File: src/core/pwm_pkg.sv
package pwm_pkg;
  // =====================================================================
  // register map (byte addresses, one aligned word each)
  localparam logic [7:0] OFS_TIMEBASE_COUNT = 8'h00; // timebase_count
  localparam logic [7:0] OFS_PERIOD_MATCH = 8'h04;   // timebase_period_match
  localparam logic [7:0] OFS_TIMEBASE_CTRL = 8'h08;  // timebase_control
  localparam logic [7:0] OFS_U1_DUTY_BYTE = 8'h0c;   // unit1_duty_byte
  localparam logic [7:0] OFS_U1_ACTIVE = 8'h10;      // unit1_active_duty
  localparam logic [7:0] OFS_U1_CONTROL = 8'h14;     // unit1_control
  localparam logic [7:0] OFS_U2_DUTY_BYTE = 8'h18;   // unit2_duty_byte
  localparam logic [7:0] OFS_U2_ACTIVE = 8'h1c;      // unit2_active_duty
  localparam logic [7:0] OFS_U2_CONTROL = 8'h20;     // unit2_control
  localparam logic [7:0] OFS_SHUTDOWN = 8'h24;       // shutdown_control
  localparam logic [7:0] OFS_DEADBAND = 8'h28;       // deadband_restart_control
  // =====================================================================
  // field positions
  localparam int TB_PRESCALE_LSB = 0;  // timebase_prescale_select <1:0>
  localparam int TB_RUN_BIT = 2;       // timebase_run
  localparam int TB_POSTSCALE_LSB = 3; // timebase_postscale_select <6:3>
  localparam int DUTY_LOW_LSB = 4;     // duty_low_bits <5:4>
  localparam int ENH_CFG_LSB = 6;      // enhanced_output_config <7:6>
  // =====================================================================
  // reset values and constants
  localparam logic [7:0] RST_BYTE = 8'h00;       // registers clear except period match
  localparam logic [7:0] PERIOD_RESET = 8'hff;   // period match after reset
  localparam logic [1:0] MODE_PWM_HI = 2'h3;     // mode<3:2>=11 selects pwm
  localparam logic [3:0] MODE_OFF = 4'h0;        // mode 0000 resets unit
  localparam logic [1:0] QUARTER_STEPS = 2'h3;   // 4 oscillator phases per tick
  localparam logic [7:0] U2_CTRL_MASK = 8'h3f;   // unit2 has no top two bits
  localparam logic [7:0] T2_CTRL_MASK = 8'h7f;   // timebase bit7 unimplemented
endpackage : pwm_pkg

File: src/core/pwm_top.sv
// Decided for this implementation: the placing of the registers and the APB interface to the registers.
`timescale 1ns/1ns
// =====================================================================
module pwm_top
  import pwm_pkg::*;
#(
  parameter int ADDR_W = 8 // apb address width
)(
  input wire logic pclk,               // 125 MHz system clock
  input wire logic presetn,            // async reset, active low
  input wire logic psel,               // apb select
  input wire logic penable,            // apb access phase
  input wire logic pwrite,             // apb direction
  input wire logic [ADDR_W-1:0] paddr, // apb byte address
  input wire logic [31:0] pwdata,      // apb write data
  output logic [31:0] prdata,          // apb read data, registered
  output logic pready,                 // apb ready, always one
  output logic pslverr,                // apb error on unmapped address
  input wire logic [1:0] pin_direction_bit_n, // per unit, low makes pin output
  input wire logic shutdown_in,        // external fault input for unit one
  output logic [1:0] pwm_output_pin_o,  // pin output level per unit
  output logic [1:0] pwm_output_pin_oe, // pin drive enable per unit
  output logic postscale_tick          // postscaled period pulse
);
  // =====================================================================
  // parameter check
  initial begin
    if (ADDR_W < 6) $error("address width too small for register map");
  end

  // =====================================================================
  // registers
  logic [7:0] count_ff;     // timebase_count
  logic [7:0] period_ff;    // timebase_period_match
  logic [7:0] tctrl_ff;     // timebase_control
  logic [7:0] duty1_ff;     // unit1_duty_byte
  logic [7:0] ctrl1_ff;     // unit1_control
  logic [7:0] duty2_ff;     // unit2_duty_byte
  logic [7:0] ctrl2_ff;     // unit2_control
  logic [7:0] shut_ff;      // shutdown_control
  logic [7:0] dead_ff;      // deadband_restart_control
  logic [1:0] q_ff;         // oscillator quarter phase
  logic [3:0] pre_ff;       // prescaler count
  logic [3:0] post_ff;      // postscaler count
  logic [1:0] fault_s1_ff;  // fault synchroniser stage one
  logic [1:0] fault_s2_ff;  // fault synchroniser stage two
  logic [1:0] dir_s1_ff;    // direction synchroniser stage one
  logic [1:0] dir_s2_ff;    // direction synchroniser stage two
  logic fault_sticky_ff;    // latched shutdown event
  logic [31:0] prdata_ff;   // registered read data
  logic [7:0] active1;      // unit1 active duty
  logic [7:0] active2;      // unit2 active duty
  logic [1:0] raw_out;      // unit outputs before shutdown

  // =====================================================================
  // apb decode
  wire apb_setup = psel && !penable;
  wire apb_wr = psel && penable && pwrite;
  wire [7:0] addr8 = paddr[7:0];
  wire hit_count = (addr8 == OFS_TIMEBASE_COUNT);
  wire hit_period = (addr8 == OFS_PERIOD_MATCH);
  wire hit_tctrl = (addr8 == OFS_TIMEBASE_CTRL);
  wire hit_duty1 = (addr8 == OFS_U1_DUTY_BYTE);
  wire hit_act1 = (addr8 == OFS_U1_ACTIVE);
  wire hit_ctrl1 = (addr8 == OFS_U1_CONTROL);
  wire hit_duty2 = (addr8 == OFS_U2_DUTY_BYTE);
  wire hit_act2 = (addr8 == OFS_U2_ACTIVE);
  wire hit_ctrl2 = (addr8 == OFS_U2_CONTROL);
  wire hit_shut = (addr8 == OFS_SHUTDOWN);
  wire hit_dead = (addr8 == OFS_DEADBAND);
  wire hit_any = hit_count | hit_period | hit_tctrl | hit_duty1 | hit_act1 | hit_ctrl1
               | hit_duty2 | hit_act2 | hit_ctrl2 | hit_shut | hit_dead;
  wire high_zero = (paddr[ADDR_W-1:0] >> 8) == '0;
  wire mapped = hit_any && high_zero;
  // active latches are read-only in every mode; writes land nowhere
  wire wr_active = apb_wr && mapped && (hit_act1 || hit_act2);

  // =====================================================================
  // timebase
  function automatic logic [3:0] prescale_div(input logic [1:0] sel);
    // 00 -> 1, 01 -> 4, 1x -> 16, minus one for counting
    case (sel)
      2'h0: prescale_div = 4'h0;
      2'h1: prescale_div = 4'h3;
      default: prescale_div = 4'hf;
    endcase
  endfunction : prescale_div

  wire tb_run = tctrl_ff[TB_RUN_BIT];
  wire [1:0] pre_sel = tctrl_ff[TB_PRESCALE_LSB +: 2];
  wire [3:0] pre_max = prescale_div(pre_sel);
  // one pclk stands for one oscillator period; four form an increment
  wire pre_wrap = (pre_ff == pre_max);
  wire q_wrap = (q_ff == QUARTER_STEPS);
  wire tick = tb_run && pre_wrap && q_wrap;
  wire period_hit = (count_ff == period_ff);
  wire rollover = tick && period_hit;
  wire [3:0] post_max = tctrl_ff[TB_POSTSCALE_LSB +: 4];
  wire wr_count = apb_wr && mapped && hit_count;
  // quarter phase and prescaler advance only while running
  wire restart_pre = !tb_run || wr_count;
  wire [1:0] nxt_q = restart_pre ? 2'h0 : q_ff + 2'h1;
  wire [3:0] nxt_pre = (restart_pre || pre_sel == 2'h0 || (q_wrap && pre_wrap)) ? 4'h0 :
                       q_wrap ? pre_ff + 4'h1 : pre_ff;
  // counter clears on the increment after matching the period
  wire [7:0] nxt_count = wr_count ? pwdata[7:0] : rollover ? RST_BYTE :
                         tick ? count_ff + 8'h01 : count_ff;
  // sub bits step once per duty unit: quarter phase, prescaler lsbs or msbs
  wire [1:0] nxt_sub = (pre_sel == 2'h0) ? nxt_q :
                       (pre_sel == 2'h1) ? nxt_pre[1:0] : nxt_pre[3:2];
  // units compare the phase of the next edge, so the registered pin drops
  // exactly when the extended count reaches the duty, not a cycle late
  wire [9:0] nxt_phase = {nxt_count, nxt_sub};

  // timebase state
  always_ff @(posedge pclk or negedge presetn) begin
    if (!presetn) begin
      q_ff <= 2'h0;
      pre_ff <= 4'h0;
      count_ff <= RST_BYTE;
    end else begin
      q_ff <= nxt_q;
      pre_ff <= nxt_pre;
      count_ff <= nxt_count;
    end
  end

  // postscaler only paces its own tick, never the pwm period
  always_ff @(posedge pclk or negedge presetn) begin
    if (!presetn) begin
      post_ff <= 4'h0;
      postscale_tick <= 1'b0;
    end else begin
      postscale_tick <= rollover && (post_ff == post_max);
      if (rollover) begin
        post_ff <= (post_ff == post_max) ? 4'h0 : post_ff + 4'h1;
      end
    end
  end

  // =====================================================================
  // software registers
  always_ff @(posedge pclk or negedge presetn) begin
    if (!presetn) begin
      period_ff <= PERIOD_RESET;
      tctrl_ff <= RST_BYTE;
      duty1_ff <= RST_BYTE;
      ctrl1_ff <= RST_BYTE;
      duty2_ff <= RST_BYTE;
      ctrl2_ff <= RST_BYTE;
      shut_ff <= RST_BYTE;
      dead_ff <= RST_BYTE;
    end else if (apb_wr && mapped) begin
      if (hit_period) period_ff <= pwdata[7:0];
      if (hit_tctrl) tctrl_ff <= pwdata[7:0] & T2_CTRL_MASK;
      if (hit_duty1) duty1_ff <= pwdata[7:0];
      if (hit_ctrl1) ctrl1_ff <= pwdata[7:0];
      if (hit_duty2) duty2_ff <= pwdata[7:0];
      if (hit_ctrl2) ctrl2_ff <= pwdata[7:0] & U2_CTRL_MASK;
      if (hit_shut) shut_ff <= pwdata[7:0];
      if (hit_dead) dead_ff <= pwdata[7:0];
    end
  end

  // =====================================================================
  // pwm units
  pwm_unit u_unit1 (
    .pclk(pclk),
    .presetn(presetn),
    .duty_byte(duty1_ff),
    .duty_low(ctrl1_ff[DUTY_LOW_LSB +: 2]),
    .mode(ctrl1_ff[3:0]),
    .rollover(rollover),
    .phase(nxt_phase),
    .active_duty(active1),
    .pwm_out(raw_out[0])
  );
  pwm_unit u_unit2 (
    .pclk(pclk),
    .presetn(presetn),
    .duty_byte(duty2_ff),
    .duty_low(ctrl2_ff[DUTY_LOW_LSB +: 2]),
    .mode(ctrl2_ff[3:0]),
    .rollover(rollover),
    .phase(nxt_phase),
    .active_duty(active2),
    .pwm_out(raw_out[1])
  );

  // =====================================================================
  // shutdown, unit one only; pins pass two flip-flops first
  always_ff @(posedge pclk or negedge presetn) begin
    if (!presetn) begin
      fault_s1_ff <= 2'h0;
      fault_s2_ff <= 2'h0;
      dir_s1_ff <= 2'h3;
      dir_s2_ff <= 2'h3;
    end else begin
      fault_s1_ff <= {1'b0, shutdown_in};
      fault_s2_ff <= fault_s1_ff;
      dir_s1_ff <= pin_direction_bit_n;
      dir_s2_ff <= dir_s1_ff;
    end
  end
  wire shut_en = |shut_ff[6:4];
  // sticky until software clears bit 7; restart bit lets rollover clear
  wire fault_set = shut_en && fault_s2_ff[0];
  wire shut_clr = (apb_wr && mapped && hit_shut && !pwdata[7])
                || (dead_ff[7] && rollover && !fault_s2_ff[0]);
  always_ff @(posedge pclk or negedge presetn) begin
    if (!presetn) begin
      fault_sticky_ff <= 1'b0;
    end else if (fault_set) begin
      fault_sticky_ff <= 1'b1; // set beats clear
    end else if (shut_clr) begin
      fault_sticky_ff <= 1'b0;
    end
  end
  wire fault_active = fault_sticky_ff | shut_ff[7];
  // second unit never sees the shutdown term
  assign pwm_output_pin_o = {raw_out[1], raw_out[0] & !fault_active};
  assign pwm_output_pin_oe = ~dir_s2_ff;

  // =====================================================================
  // read path
  wire [7:0] rd_byte =
      hit_count ? count_ff :
      hit_period ? period_ff :
      hit_tctrl ? tctrl_ff :
      hit_duty1 ? duty1_ff :
      hit_act1 ? active1 :
      hit_ctrl1 ? ctrl1_ff :
      hit_duty2 ? duty2_ff :
      hit_act2 ? active2 :
      hit_ctrl2 ? ctrl2_ff :
      hit_shut ? {fault_active, shut_ff[6:0]} :
      hit_dead ? dead_ff : RST_BYTE;
  always_ff @(posedge pclk or negedge presetn) begin
    if (!presetn) begin
      prdata_ff <= 32'h0000_0000;
    end else if (apb_setup && !pwrite) begin
      prdata_ff <= mapped ? {24'h00_0000, rd_byte} : 32'h0000_0000;
    end
  end
  assign prdata = prdata_ff;
  assign pready = 1'b1;
  assign pslverr = psel && penable && !mapped;

  // =====================================================================
  AST_ROLL_CLEARS: assert property (@(posedge pclk) disable iff (!presetn)
    (rollover && !wr_count) |=> count_ff == 8'h00) else $error("count not cleared");
  AST_PRESCALE: assert property (@(posedge pclk) disable iff (!presetn)
    (tick && pre_sel == 2'h1) |-> pre_ff == 4'h3) else $error("bad prescale step");
  AST_ACTIVE_RO: assert property (@(posedge pclk) disable iff (!presetn)
    (wr_active && !rollover) |=> active1 == $past(active1)) else $error("active written");
  AST_U2_NOCFG: assert property (@(posedge pclk) disable iff (!presetn)
    ctrl2_ff[7:6] == 2'h0) else $error("unit two top bits set");
  AST_POST: assert property (@(posedge pclk) disable iff (!presetn)
    postscale_tick |-> $past(rollover)) else $error("postscale tick off period");
  COV_ROLL: cover property (@(posedge pclk) disable iff (!presetn) rollover);
  COV_FAULT: cover property (@(posedge pclk) disable iff (!presetn) $rose(fault_active));
endmodule : pwm_top

File: src/core/pwm_unit.sv
`timescale 1ns/1ns
// =====================================================================
// one pwm channel: double-buffered duty and compare against timebase
module pwm_unit
  import pwm_pkg::*;
(
  input wire logic pclk,               // system clock
  input wire logic presetn,            // async reset, active low
  input wire logic [7:0] duty_byte,    // software duty msbs
  input wire logic [1:0] duty_low,     // software duty lsbs
  input wire logic [3:0] mode,         // unit_mode_select
  input wire logic rollover,           // period boundary pulse
  input wire logic [9:0] phase,        // count extended by two sub bits
  output logic [7:0] active_duty,      // active_duty_latch
  output logic pwm_out                 // pwm_output_pin level
);
  // =====================================================================
  wire pwm_mode = (mode[3:2] == MODE_PWM_HI);
  wire unit_off = (mode == MODE_OFF);
  logic [1:0] hidden_low_ff;                   // hidden 2-bit latch
  logic [1:0] nxt_hidden_low;
  logic [7:0] nxt_active;
  logic out_ff;
  logic nxt_out;
  wire [9:0] active10 = {active_duty, hidden_low_ff};
  wire match = (active10 == phase);
  // copy buffers at rollover only, so mid-period writes never glitch
  assign nxt_active = rollover ? duty_byte : active_duty;
  assign nxt_hidden_low = rollover ? duty_low : hidden_low_ff;
  // set at period start unless new duty is zero; clear on compare match
  assign nxt_out = !pwm_mode ? 1'b0 :
                   rollover ? ({duty_byte, duty_low} != 10'h000) :
                   match ? 1'b0 : out_ff;
  always_ff @(posedge pclk or negedge presetn) begin
    if (!presetn) begin
      active_duty <= RST_BYTE;
      hidden_low_ff <= 2'h0;
      out_ff <= 1'b0;
    end else if (unit_off) begin
      active_duty <= RST_BYTE;
      hidden_low_ff <= 2'h0;
      out_ff <= 1'b0;
    end else begin
      active_duty <= nxt_active;
      hidden_low_ff <= nxt_hidden_low;
      out_ff <= nxt_out;
    end
  end
  assign pwm_out = out_ff;

  // =====================================================================
  AST_OFF_LOW: assert property (@(posedge pclk) disable iff (!presetn)
    $past(unit_off) |-> !pwm_out) else $error("unit off but output high");
  AST_ZERO_DUTY: assert property (@(posedge pclk) disable iff (!presetn)
    (rollover && pwm_mode && !unit_off && {duty_byte, duty_low} == 10'h000) |=> !pwm_out)
    else $error("zero duty set output");
  AST_SET_START: assert property (@(posedge pclk) disable iff (!presetn)
    (rollover && pwm_mode && !unit_off && {duty_byte, duty_low} != 10'h000) |=> pwm_out)
    else $error("output not set at period start");
  AST_LATCH: assert property (@(posedge pclk) disable iff (!presetn)
    (rollover && !unit_off) |=> active_duty == $past(duty_byte))
    else $error("duty not latched at rollover");
  AST_HOLD: assert property (@(posedge pclk) disable iff (!presetn)
    (!rollover && !unit_off) |=> $stable(active_duty)) else $error("active duty moved");
  AST_CLEAR: assert property (@(posedge pclk) disable iff (!presetn)
    (match && !rollover && !unit_off) |=> !pwm_out) else $error("no clear on match");
  COV_PULSE: cover property (@(posedge pclk) disable iff (!presetn) $fell(pwm_out));
  COV_SET: cover property (@(posedge pclk) disable iff (!presetn) $rose(pwm_out));
  COV_OFF: cover property (@(posedge pclk) disable iff (!presetn) unit_off ##1 !unit_off);
endmodule : pwm_unit

File: config.mk
export PLATFORM = sky130hd
export DESIGN_NAME = pwm_top
export DESIGN_NICKNAME = d
export VERILOG_FILES = /design/src/core/pwm_pkg.sv /design/src/core/pwm_top.sv /design/src/core/pwm_unit.sv
export SDC_FILE = /design/constraint.sdc
export NUM_CORES = 1
export LEC_CHECK = 0
export ABC_AREA = 1
export BUFFER_PORTS_ARGS = -buffer_cell sky130_fd_sc_hd__buf_4
export CAP_MARGIN = 10
export CELL_PAD_IN_SITES_DETAIL_PLACEMENT = 0
export CELL_PAD_IN_SITES_GLOBAL_PLACEMENT = 1
export CORE_AREA = 2 2 127 129
export CTS_CLUSTER_SIZE = 20
export DETAILED_ROUTE_END_ITERATION = 8
export DIE_AREA = 0 0 129 131
export PLACE_DENSITY_LB_ADDON = 0.1
export SLEW_MARGIN = 20
export SYNTH_ARGS = -nofsm -noshare
export SYNTH_HDL_FRONTEND = slang
export SYNTH_SLANG_ARGS = --single-unit
File: constraint.sdc
create_clock -name pclk -period 2.9 [get_ports pclk]
set_clock_uncertainty 0.05 [all_clocks]
set_input_delay 0.58 -clock pclk [delete_from_list [all_inputs] [get_ports pclk]]
set_output_delay 0.58 -clock pclk [all_outputs]
set_load 0.01 [all_outputs]
# Word level (Yosys, flattened, before mapping)
# Index checks and enable logic that the tools add are counted.
# word_totals
ff_bits	141
in_bits	48
word_cells	149
# op_classes
addsub	4
n_eq_ne	21
muxes	40
bitwise	13
n_reduce_logical	46
# op_table
op	count
2-to-1 mux 8 bit	19
equality test 8 x 5 -> 1 bit, second input constant	4
equality test 8 x 6 -> 1 bit, second input constant	3
equality test 10 bit	2
nonzero test 10 bit	2
logical AND 1 bit	17
equality test 8 x 4 -> 1 bit, second input constant	2
AND reduction 2 bit	8
2-to-1 mux 2 bit	7
2-to-1 mux 4 bit	3
bitwise OR 1 bit	11
2-to-1 mux 1 bit	10
adder 4 x 1 -> 4 bit, second input constant	2
adder 8 x 1 -> 8 bit, second input constant	1
equality test 4 bit	2
equality test 8 x 3 -> 1 bit, second input constant	1
equality test 8 bit	1
logical NOT 4 bit	2
logical NOT 8 bit	1
!= test 4 bit, second input constant	2
one-hot mux 4 bit (2 select lines)	1
logical NOT 1 bit	7
equality test 2 bit, second input constant	3
nonzero test 2 bit	3
other kinds (7)	10

# Longest topological paths before layout
# Gate-level depths: netlist of run 1.
# logic_depth
depth_word	24
depth_mapped	20
ltp_nobuf	20

# Cells and area by module
# A second synthesis of run 1 with hierarchy kept.
# hier_totals
cells_unflattened	889
area_unflattened_um2	6797.8
# modules_own_cells
module	n_inst	cells_per_inst	area_each_um2	seq_area_each_um2
pwm_top	1	695	5376.4	2392.3
pwm_unit	2	97	710.7	275.3

# Worst setup path before layout of run 1
# No wires, ideal clock.
# synth_path
path_type	input-to-reg
startpoint	input port paddr[2]
endpoint	register period_ff[2]
setup_ns	0.082
arrival_time_ns	2.057
required_ns	2.768
slack_ns	0.710
path_stages	12
path_buffers	2
path_cell_list	inv_1 -> nand2_1 -> nor2_2 -> nand2_1 -> nand2_1 -> nor2_1 -> nand2_1 -> buf_6 -> nand2_4 -> nor2_1 -> buf_2 -> mux2_2
# synth_between
elab_chain_len	13
word_cells_on_any_way	23
cone_classes	eq/ne (10); bitwise (10); reduce/logical (3)
# synth_rtl
element	line_no	rtl
start: declaration	pwm_top.sv:14	input wire logic [ADDR_W-1:0] paddr,
equality test 8 x 3 -> 1 bit or logical NOT 8 bit (tied branches)	pwm_top.sv:61, pwm_top.sv:60	
bitwise OR 1 bit (5 in series)	pwm_top.sv:71	wire hit_any = hit_count | hit_period | hit_tctrl | hit_duty1 | hit_act1 | hit_ctrl1
bitwise OR 1 bit (5 in series)	pwm_top.sv:72	| hit_duty2 | hit_act2 | hit_ctrl2 | hit_shut | hit_dead;
logical AND 1 bit	pwm_top.sv:153	end else if (apb_wr && mapped) begin
AND reduction 2 bit (no source line) (*)	--	
end signal: assignment	pwm_top.sv:154	if (hit_period) period_ff <= pwdata[7:0];
end: declaration	pwm_top.sv:34	logic [7:0] period_ff;
# Mark *: on every way between the ends. The rest lies on a longest branch, timed or not.
# A chain may end at the register's enable or synchronous reset.

# Worst setup path after layout of run 1
# layout_path
startpoint	register q_ff[0]
endpoint	register u_unit1.out_ff (netlist: u_unit1.pwm_out)
# layout_between
word_cells_on_any_way	19
cone_classes	add/sub (1); eq/ne (3); mux (11); reduce/logical (4)
# layout_rtl
element	line_no	rtl
start: declaration	pwm_top.sv:42	logic [1:0] q_ff;
start signal: assignment	pwm_top.sv:122	q_ff <= nxt_q;
equality test 2 bit (*)	pwm_top.sv:94	wire q_wrap = (q_ff == QUARTER_STEPS);
logical AND 1 bit (*)	pwm_top.sv:95	wire tick = tb_run && pre_wrap && q_wrap;
2-to-1 mux 8 bit or logical AND 1 bit (tied branches)	pwm_top.sv:107, pwm_top.sv:97	
2-to-1 mux 8 bit (*) (2 in series)	pwm_top.sv:106	wire [7:0] nxt_count = wr_count ? pwdata[7:0] : rollover ? RST_BYTE :
named net nxt_count[1]	pwm_top.sv:106	
equality test 10 bit (*)	pwm_unit.sv:26	wire match = (active10 == phase);
!= test 4 bit (no source line) (*)	--	
end signal: assignment	pwm_unit.sv:46	out_ff <= nxt_out;
end: declaration	pwm_unit.sv:23	logic out_ff;
# The timed path passes the listed nets; every way through them passes the cells marked *.

==> results of run 1 <==
-- worst paths after layout --
path                                                from                          end  slack [ns]  depth (start not counted)
worst min register to register  fault_s1_ff[0]$_DFF_PN0_     fault_s2_ff[0]$_DFF_PN0_        0.30                          0
worst min-delay path                             presetn          pre_ff[2]$_DFF_PN0_        0.07                          1
worst max register to register         q_ff[0]$_DFF_PN0_  u_unit1.pwm_out$_DFFE_PN0P_        0.35                         16
min in group pclk                 pin_direction_bit_n[1]       dir_s1_ff[1]$_DFF_PN1_        0.22                          1
max in group asynchronous                        presetn     period_ff[3]$_DFFE_PN1P_        1.98                          2
worst max-delay path                   q_ff[0]$_DFF_PN0_  u_unit1.pwm_out$_DFFE_PN0P_        0.35                         16
-- cell families after synthesis --
group / Yosys count
AOI/OAI and AO/OA: 152
xor gates and xnor gates: 17
adders and majority gates: 4
buffers and inverters: 177
DFF: 117
muxes: 9
other: 2
and+or+nand+nor: 387
-- flip-flops by register name (all words and copies together), names as in the netlist, 7 cells and up --
signal / flops
shut_ff: 8
duty2_ff: 8
period_ff: 8
duty1_ff: 8
dead_ff: 8
ctrl1_ff: 8
tctrl_ff: 7
u_unit2.active_duty: 8
count_ff: 8
u_unit1.active_duty: 8
prdata: 8
-- through the flow --
step	hold slack [ns]	util	instances	setup slack (ns)
final	0.0694	0.493	1157	0.351
after floorplan	0.234	-	888	0.710
after global placement	0.296	0.459	1125	0.0428
after CTS	0.0724	0.493	1157	0.288
after detailed placement	0.290	0.459	1125	0.0591
after global routing	0.0834	0.493	1157	0.0582
-- routing by layer --
layer	vias to the layer above	track usage	wire length [um]
met3	38	0.0460	860
met4	0	0.124	747
met5	-	0	0
li1	2874	-	-
met2	149	0.413	9570
met1	2777	0.323	8730
-- cell usage in the layout (no fill, tap or decap), types with 2 or more instances in the layout --
master | Yosys | final
clkinv_1 | 2 | 2
conb_1 | 2 | 25
dfrtp_1 | 105 | 105
dfstp_2 | 12 | 12
inv_1 | 119 | 119
mux2_2 | 8 | 8
ha_1 | 4 | 4
o21a_1 | 2 | 2
a21oi_1 | 29 | 29
o22ai_1 | 26 | 26
clkbuf_16 | 0 | 17
buf_4 | 27 | 72
nand3_1 | 36 | 36
o2111ai_1 | 5 | 5
nand4_1 | 26 | 26
inv_2 | 4 | 4
nand2_1 | 241 | 241
nor4_1 | 5 | 5
xor2_1 | 7 | 7
nand3_2 | 2 | 2
clkinvlp_4 | 0 | 3
o21ai_0 | 77 | 77
nor2_2 | 3 | 3
clkinv_2 | 0 | 6
o31ai_1 | 3 | 3
nand2_2 | 10 | 10
xnor2_1 | 10 | 10
nor2_1 | 56 | 56
clkbuf_1 | 12 | 4
nor3_1 | 3 | 3
o211ai_1 | 7 | 7
-- worst register-to-register path: cells and delay by family, from the launching register on --
| kind | cells | cell delay (ns) |
|---|---|---|
| buffers and inverters | 1 | 0.05 |
| adder cells (fa/ha/maj) | 1 | 0.31 |
| AO/OA/AOI/OAI | 1 | 0.12 |
| flip-flops | 1 | 0.37 |
| AND/OR/NAND/NOR | 13 | 1.53 |
-- cell type report --
cell class / instances / area, um2 / area share
multi-input cells: 594 / 2910 / 0.379
inverters: 125 / 469 / 0.0610
well taps: 216 / 270 / 0.0351
clock inverters: 10 / 82.6 / 0.0107
repair buffers: 73 / 561 / 0.0729
flip-flops and latches: 117 / 2940 / 0.383
clock buffers: 22 / 454 / 0.0590
-- synth_stat cells, types with 5 or more instances --
cell type,number,area (um2)
nand2_1,241,905
inv_1,119,447
dfrtp_1,105,2630
o21ai_0,77,385
nor2_1,56,210
nand3_1,36,180
a21oi_1,29,145
buf_4,27,203
nand4_1,26,163
o22ai_1,26,163
clkbuf_1,12,45.0
dfstp_2,12,315
nand2_2,10,62.6
xnor2_1,10,87.6
buf_2,8,40.0
mux2_2,8,90.1
o211ai_1,7,52.6
xor2_1,7,61.3
nor4_1,5,31.3
o2111ai_1,5,43.8
-- power groups by stage --
stage	clock, W	combinational (W)	sequential [W]
after CTS	0.00197	0.000838	0.00181
after global placement	0	0.000831	0.00184
after global routing	0.00206	0.000947	0.00183
final	0.00194	0.000835	0.00181
after floorplan	0	0.000610	0.00179
after detailed placement	0	0.000834	0.00184
==> flow_summary.toml, run 1 <==
[run_status]
status = "completed"

[clock_network]
clock_latency_ns = 0.42
clock_path_buffers = 2
cts_made_buffers = 17
clkSinkCount = 117
postCtsSetupBuffers = 0
cts_tree = "yes"
clk_pin_slew_ns = 0.05
cts_resized = 0
ctsRootBufferMaster = "clkbuf_16"
h-tree-depth = 4
cts_hold_buf = 0

[sta]
setup-tns-final_ns = 0
max_slew.worst_pin.slew_ns = 0.638
grt_setup_unrepaired = "false"
finalCriticalPeriod_ns = 2.55
finalCritPeriodShare = 0.879
slew_headroom = 0.571
slew_viol_final = 0
setup_viol = 0
clock.fmax_ghz = 0.392
hold_viol = 0

[yosys]
synthXorXnorAreaFrac = 0.0227
synth_edf_count = 0
syn_avg_cell_area_um2 = 7.59
synth-seq-area-share = 0.448
synth_top_family_by_area = "simple AND/OR/NAND/NOR gates"
synth-async-reset-ratio = 1.00
syn-instance-count = 865
ys_ff_latch = 117
yosysUniqueCellTypes = 41
synthFlopType = "dfrtp_1"
synth_compound_area_frac = 0.129
syn-cell-area_um2 = 6560
synth-adder-area-share = 0.00763
synth_warnings = 0
synthSimpleGateAreaFrac = 0.255
muxShareOfSynthArea = 0.0153

[layout]
fin_nets = 980
syn_to_final_growth_pct = 17.2
n_antenna_cell = 0
fin_area_um2 = 7690
drive_gt1_frac = 0.153
nFillCells = 1575

[critical_path]
cpPeakStageDelay_ns = 0.37
crit_buf_inv = 1
cp-end-kind = "flop"
worst_ep_arrival_time_ns = 2.80
slowest_stage = "dfrtp_1"
cpLargestDelayFamily = "simple AND/OR/NAND/NOR gates"
worst_path_most_repeated_cell = "nand2_1"
cp-start-kind = "flop"
worstPathMaxFanout = 13
crit_chain = "ha_1, nand2_1, nor2_4, nand3_4, nor2_8, nor2_1, nand2_1, nand2_2, nand2_1, nand2_1, inv_1, nand3_1, nor2_1, nand2_1, o21ai_1, nand2_1"
crit_type = "flop to flop"
worst_ep_required_time_ns = 3.15

[placed_design]
hpwl_mm = 15.2
port_buffers = 37
place_area_um2 = 7160
place_congestion = 0.929

[power_and_ir_drop]
swShare = 0.305
p_sw_w = 0.00140
combPwrFrac = 0.182
power_frac_clock = 0.423
p_total_w = 0.00459
p_seq_frac = 0.395
peakVddDrop_v = 0.000394
p_leak_nw = 3.96
power_density_nw_per_um2 = 596
internal_power_w = 0.00319

[detailed_routing]
ant_nets = 0
via_per_inst = 5.05
vias = 5838
drtIter0Drc = 452
drcViolationCount = 0
drt_wl_total_mm = 19.9
routedWlPerCell_um = 17.2
dr.pass1.iters = 6

[worst_hold_path]
hold_class = "input port to asynchronous set/reset pin"

[global_routing]
first_global_vias = 5709
antenna_found_initial = 0
grt_overflow_total = 0
grt_usage = 0.252
grt_max_degree = 45
grt_first_pass_wirelength_mm = 31.5

[floorplan]
io_pins = 87
row_count = 46
coreArea_um2 = 15600
start_util = 0.421
dieWidth_um = 129
die_area_um2 = 16900
die_h_um = 131

[flow_run]
drv_cap = 0
Power figures use the tool's default switching activity.
==> inputs of run 2 (changes only) <==
CAP_MARGIN = default   (was 10)
CORE_AREA = 2 2 121 135   (was 2 2 127 129)
CTS_CLUSTER_SIZE = 12   (was 20)
DIE_AREA = 0 0 123 137   (was 0 0 129 131)
==> run 2 against run 1 <==
Compared with the run above:
- clock power grew 3%
- routed wire length grew 2.1%
- sequential share of layout area is essentially flat
- via count grew 1.3%
- largest cell class unchanged
- largest power group unchanged
==> flow_summary.toml, run 2 (same netlist as run 1, synthesis figures left out) <==
[power_and_ir_drop]
peakVddDrop_v = 0.000413
swShare = 0.318
p_seq_frac = 0.389
combPwrFrac = 0.181
p_sw_w = 0.00148
power_frac_clock = 0.431
p_leak_nw = 3.96
power_density_nw_per_um2 = 605
internal_power_w = 0.00318

[detailed_routing]
drtIter0Drc = 399
vias = 5912
routedWlPerCell_um = 17.9
via_per_inst = 5.19
ant_nets = 0
drt_wl_total_mm = 20.3
drcViolationCount = 0
dr.pass1.iters = 5

[global_routing]
antenna_found_initial = 0
grt_max_degree = 56
grt_first_pass_wirelength_mm = 32.0
grt_usage = 0.257
first_global_vias = 5715
grt_overflow_total = 0

[critical_path]
crit_type = "flop to flop"
r2r-end = "u_unit2.pwm_out$_DFFE_PN0P_"
cpPeakStageDelay_ns = 0.45
worst_ep_arrival_time_ns = 2.83
worst_path_most_repeated_cell = "nand2_1"
worstPathMaxFanout = 9
cp-start-kind = "flop"
reg2reg_depth = 16
crit_buf_inv = 1
worst_ep_required_time_ns = 3.17
r2r_slack_ns = 0.34
cp-end-kind = "flop"
crit_chain = "nor2_1, nand2_1, nand2_2, nand3_4, inv_2, nand2_1, o21ai_0, nand3_1, nand2_2, nand2_1, nand2_1, o21ai_0, nor2_1, nand2_1, nand2_1, nand2_1"
reg2reg_from = "tctrl_ff[1]$_DFFE_PN0P_"
slowest_stage = "dfrtp_1"
cpLargestDelayFamily = "simple AND/OR/NAND/NOR gates"

[layout]
final_cell_mix = "nand2_1 (241), inv_1 (119), dfrtp_1 (105)"
final_cell_count_no_fill = 1139
syn_to_final_growth_pct = 17.2
fin_area_um2 = 7690
seqCellArea_um2 = 2940
nFillCells = 1560
drive_gt1_frac = 0.155
n_antenna_cell = 0
fin_nets = 978
layout_commonest_cell = "nand2_1"
multi_input_comb_area_um2 = 2910

[placed_design]
place_inst = 1107
pre_cts_slack_ns = 0.165
hpwl_mm = 15.4
place_congestion = 0.933
place_area_um2 = 7130
port_buffers = 37

[clock_network]
clock_latency_ns = 0.43
clkSinkCount = 117
cts_made_buffers = 17
cts_tree = "yes"
clk_pin_slew_ns = 0.06
cts_hold_buf = 0
ctsRootBufferMaster = "clkbuf_16"
cts_resized = 0
clock_path_buffers = 2
h-tree-depth = 4
postCtsSetupBuffers = 0

[run_status]
status = "completed"

[floorplan]
row_count = 48
coreArea_um2 = 15500
die_h_um = 137
io_pins = 87
dieWidth_um = 123
die_area_um2 = 16900
start_util = 0.424

[sta]
max_slew.worst_pin.slew_ns = 0.502
fin_ws_ns = 0.345
finalCritPeriodShare = 0.881
hold_viol = 0
slew_viol_final = 0
setup-tns-final_ns = 0
holdWs_ns = 0.0634
clock.fmax_ghz = 0.391
setup_viol = 0
slew_headroom = 0.665
grt_setup_unrepaired = "false"
finalCriticalPeriod_ns = 2.56

[flow_run]
drv_cap = 0

[worst_hold_path]
hold_class = "input port to asynchronous set/reset pin"
## run 2: worst max-delay path by stage
stage                            startpoint                           to  cells past startpoint
detailed placement                 paddr[1]  u_unit2.pwm_out$_DFFE_PN0P_                     18
global route        tctrl_ff[1]$_DFFE_PN0P_  u_unit2.pwm_out$_DFFE_PN0P_                     18
CTS                 tctrl_ff[1]$_DFFE_PN0P_  u_unit2.pwm_out$_DFFE_PN0P_                     16
finish              tctrl_ff[1]$_DFFE_PN0P_  u_unit2.pwm_out$_DFFE_PN0P_                     16
floorplan                          paddr[2]     period_ff[2]$_DFFE_PN1P_                     12
global placement                   paddr[6]  u_unit2.pwm_out$_DFFE_PN0P_                     19
## run 2: worst reg2reg max path: stages (launching register included)
cell	delay [ns]
dfrtp_1	0.45
nor2_1	0.28
nand2_1	0.10
nand2_2	0.14
nand3_4	0.18
inv_2	0.16
nand2_1	0.06
o21ai_0	0.10
nand3_1	0.23
nand2_2	0.19
nand2_1	0.06
nand2_1	0.05
o21ai_0	0.07
nor2_1	0.10
nand2_1	0.11
nand2_1	0.08
nand2_1	0.04
## run 2: metrics by stage
step / power [W] / util
after floorplan: 0.00240 / -
after global placement: 0.00267 / 0.460
after detailed placement: 0.00268 / 0.460
after CTS: 0.00470 / 0.496
after global routing: 0.00489 / 0.496
final: 0.00466 / 0.496
## run 2: layer usage
layer / GRT usage / routed length, um / up-vias
met4: 0.104 / 690 / 0
met1: 0.330 / 8570 / 2808
met3: 0.0446 / 995 / 42
li1: - / - / 2882
met2: 0.431 / 10100 / 180
met5: 0 / 0 / -
## run 2: cell type report
class,count,share of cell area
clock buffers,17,0.0553
clock inverters,15,0.0172
inverters,125,0.0610
multi-input cells,594,0.379
flip-flops and latches,117,0.383
well taps,200,0.0325
repair buffers,71,0.0726
## run 2: power by group through the flow
stage	combinational, W	clock (W)	sequential (W)
after floorplan	0.000610	0	0.00179
after global placement	0.000833	0	0.00183
after detailed placement	0.000843	0	0.00184
after CTS	0.000847	0.00204	0.00181
after global routing	0.000963	0.00211	0.00182
final	0.000842	0.00200	0.00181
==> inputs of run 3 (changes only) <==
MAX_ROUTING_LAYER = met4   (was default)
==> run 3 against run 2 <==
Compared with the run above:
- design area rose by 0.52%
- clock-buffer cell count rose by 10
- utilization rose by 0.26 points
- first-iteration DRC count fell by 3.3%
- via count rose by 0.39%
- power rose by 1.8%
==> flow_summary.toml, run 3 (same netlist as run 1, synthesis figures left out) <==
[sta]
finalCritPeriodShare = 0.872
holdWs_ns = 0.0655
slew_viol_final = 0
setup_viol = 0
grt_setup_unrepaired = "false"
hold_viol = 0
max_slew.worst_pin.slew_ns = 0.498
finalCriticalPeriod_ns = 2.53
clock.fmax_ghz = 0.396
setup-tns-final_ns = 0
slew_headroom = 0.667

[global_routing]
grt-busiest-layer = "met2"
first_global_vias = 5673
grt_use_met2 = 0.439
grt_max_degree = 48
met1_usage = 0.319
grt_overflow_total = 0
antenna_found_initial = 0
grt_util_met3 = 0.0463
grt_usage = 0.262
grt_first_pass_wirelength_mm = 31.5

[floorplan]
die_h_um = 137
row_count = 48
die_area_um2 = 16900
coreArea_um2 = 15500
dieWidth_um = 123
io_pins = 87
start_util = 0.424

[worst_hold_path]
hold_class = "input port to asynchronous set/reset pin"

[power_and_ir_drop]
peakVddDrop_v = 0.000333
p_leak_nw = 3.99
p_total_w = 0.00474
power_density_nw_per_um2 = 613

[clock_network]
postCtsSetupBuffers = 0
cts_hold_buf = 0
clock_latency_ns = 0.42
cts_made_buffers = 17
cts_tree = "yes"
ctsRootBufferMaster = "clkbuf_16"
clock_path_buffers = 2
clk_pin_slew_ns = 0.05
clkSinkCount = 117
h-tree-depth = 4

[detailed_routing]
dr.pass1.iters = 5
drt_wl_total_mm = 20.4
routedWlPerCell_um = 17.9
drtIter0Drc = 386
vias = 5935
ant_nets = 0
via_per_inst = 5.19
drcViolationCount = 0

[placed_design]
port_buffers = 37
place_congestion = 0.892
place_area_um2 = 7150
hpwl_mm = 15.6

[flow_run]
drv_cap = 0

[critical_path]
worstPathMaxFanout = 9
cp-end-kind = "primary output"
startpoint = "paddr[1]"
r2r_slack_ns = 0.39
crit_buf_inv = 4
cp_num_cells = 10
worst_path_most_repeated_cell = "buf_4"
crit_type = "input port to primary output"
worst_ep_required_time_ns = 2.27
crit_chain = "buf_4, nor2_2, nand2_1, nor3_1, nor2_1, nand2_1, buf_4, buf_4, nor2_1, buf_4"
reg2reg_from = "tctrl_ff[1]$_DFFE_PN0P_"
cp-endpoint = "pslverr"
cpPeakStageDelay_ns = 0.23
cp-start-kind = "input port"
cpLargestDelayFamily = "simple AND/OR/NAND/NOR gates"
worst_ep_arrival_time_ns = 1.90
slowest_stage = "nor3_1"
reg2reg_depth = 16
r2r-end = "u_unit2.pwm_out$_DFFE_PN0P_"

[layout]
postLayoutCoreUtil = 0.499
n_antenna_cell = 0
drive_gt1_frac = 0.154
fin_nets = 982
fin_area_um2 = 7730
layout_commonest_cell = "nand2_1"
final_cell_mix = "nand2_1 (241), inv_1 (119), dfrtp_1 (105)"
syn_to_final_growth_pct = 17.8

[run_status]
status = "completed"
run 3: cell count changes in the layout (fill, tap and decap cells not counted), moves of 3 or more:
cell / before / now
buf_4: 69 / 74
clkinvlp_4: 4 / 0
clkinv_4: 3 / 0
inv_6: 3 / 0
clkbuf_1: 0 / 6
clkbuf_8: 0 / 4
run 3: worst min path at each step:
stage               cells past startpoint                startpoint                  endpoint
CTS                                     1                   presetn       pre_ff[0]$_DFF_PN0_
detailed placement                      0  fault_s1_ff[0]$_DFF_PN0_  fault_s2_ff[0]$_DFF_PN0_
global placement                        0  fault_s1_ff[0]$_DFF_PN0_  fault_s2_ff[0]$_DFF_PN0_
finish                                  1                   presetn       pre_ff[0]$_DFF_PN0_
floorplan                               0                   presetn     count_ff[0]$_DFF_PN0_
global route                            1                   presetn       pre_ff[1]$_DFF_PN0_
run 3: area by class of cell:
cell class              count  area [um2]
fillers                  1568        7760
well taps                 200         250
clock inverters             5        75.1
inverters                 125         469
repair buffers             75         576
flip-flops and latches    117        2940
clock buffers              27         503
multi-input cells         594        2920
run 3: worst reg2reg max path, delay by kind of cell, from the launching register on:
family | cells | cell delay, ns
flops | 1 | 0.46
simple gates | 16 | 1.89
run 3: repair_timing:
item                                    in CTS  in global routing
endpoints found under the setup margin       0                  1
endpoints found under the hold margin        0                  0
resized for setup                            0                  1
run 3: layer usage:
layer | vias up | part of all wire | wire length (um)
met2 | 153 | 0.51 | 10400
met1 | 2878 | 0.42 | 8670
met5 | - | 0 | 0
met3 | 30 | 0.042 | 859
met4 | 0 | 0.026 | 524
li1 | 2874 | - | -
run 3: per-stage QoR:
stage                     cells  setup WS, ns
after floorplan             888         0.710
after global placement     1111         0.102
after detailed placement   1111         0.107
after CTS                  1143         0.289
after global routing       1143        0.0951
final                      1143         0.372
run 3: where the power goes:
group          internal, W  total, W  switching [W]  leakage, nW
logic             0.000291  0.000859       0.000568         2.38
clock network      0.00135   0.00207       0.000721        0.285
registers          0.00171   0.00181       0.000100         1.33
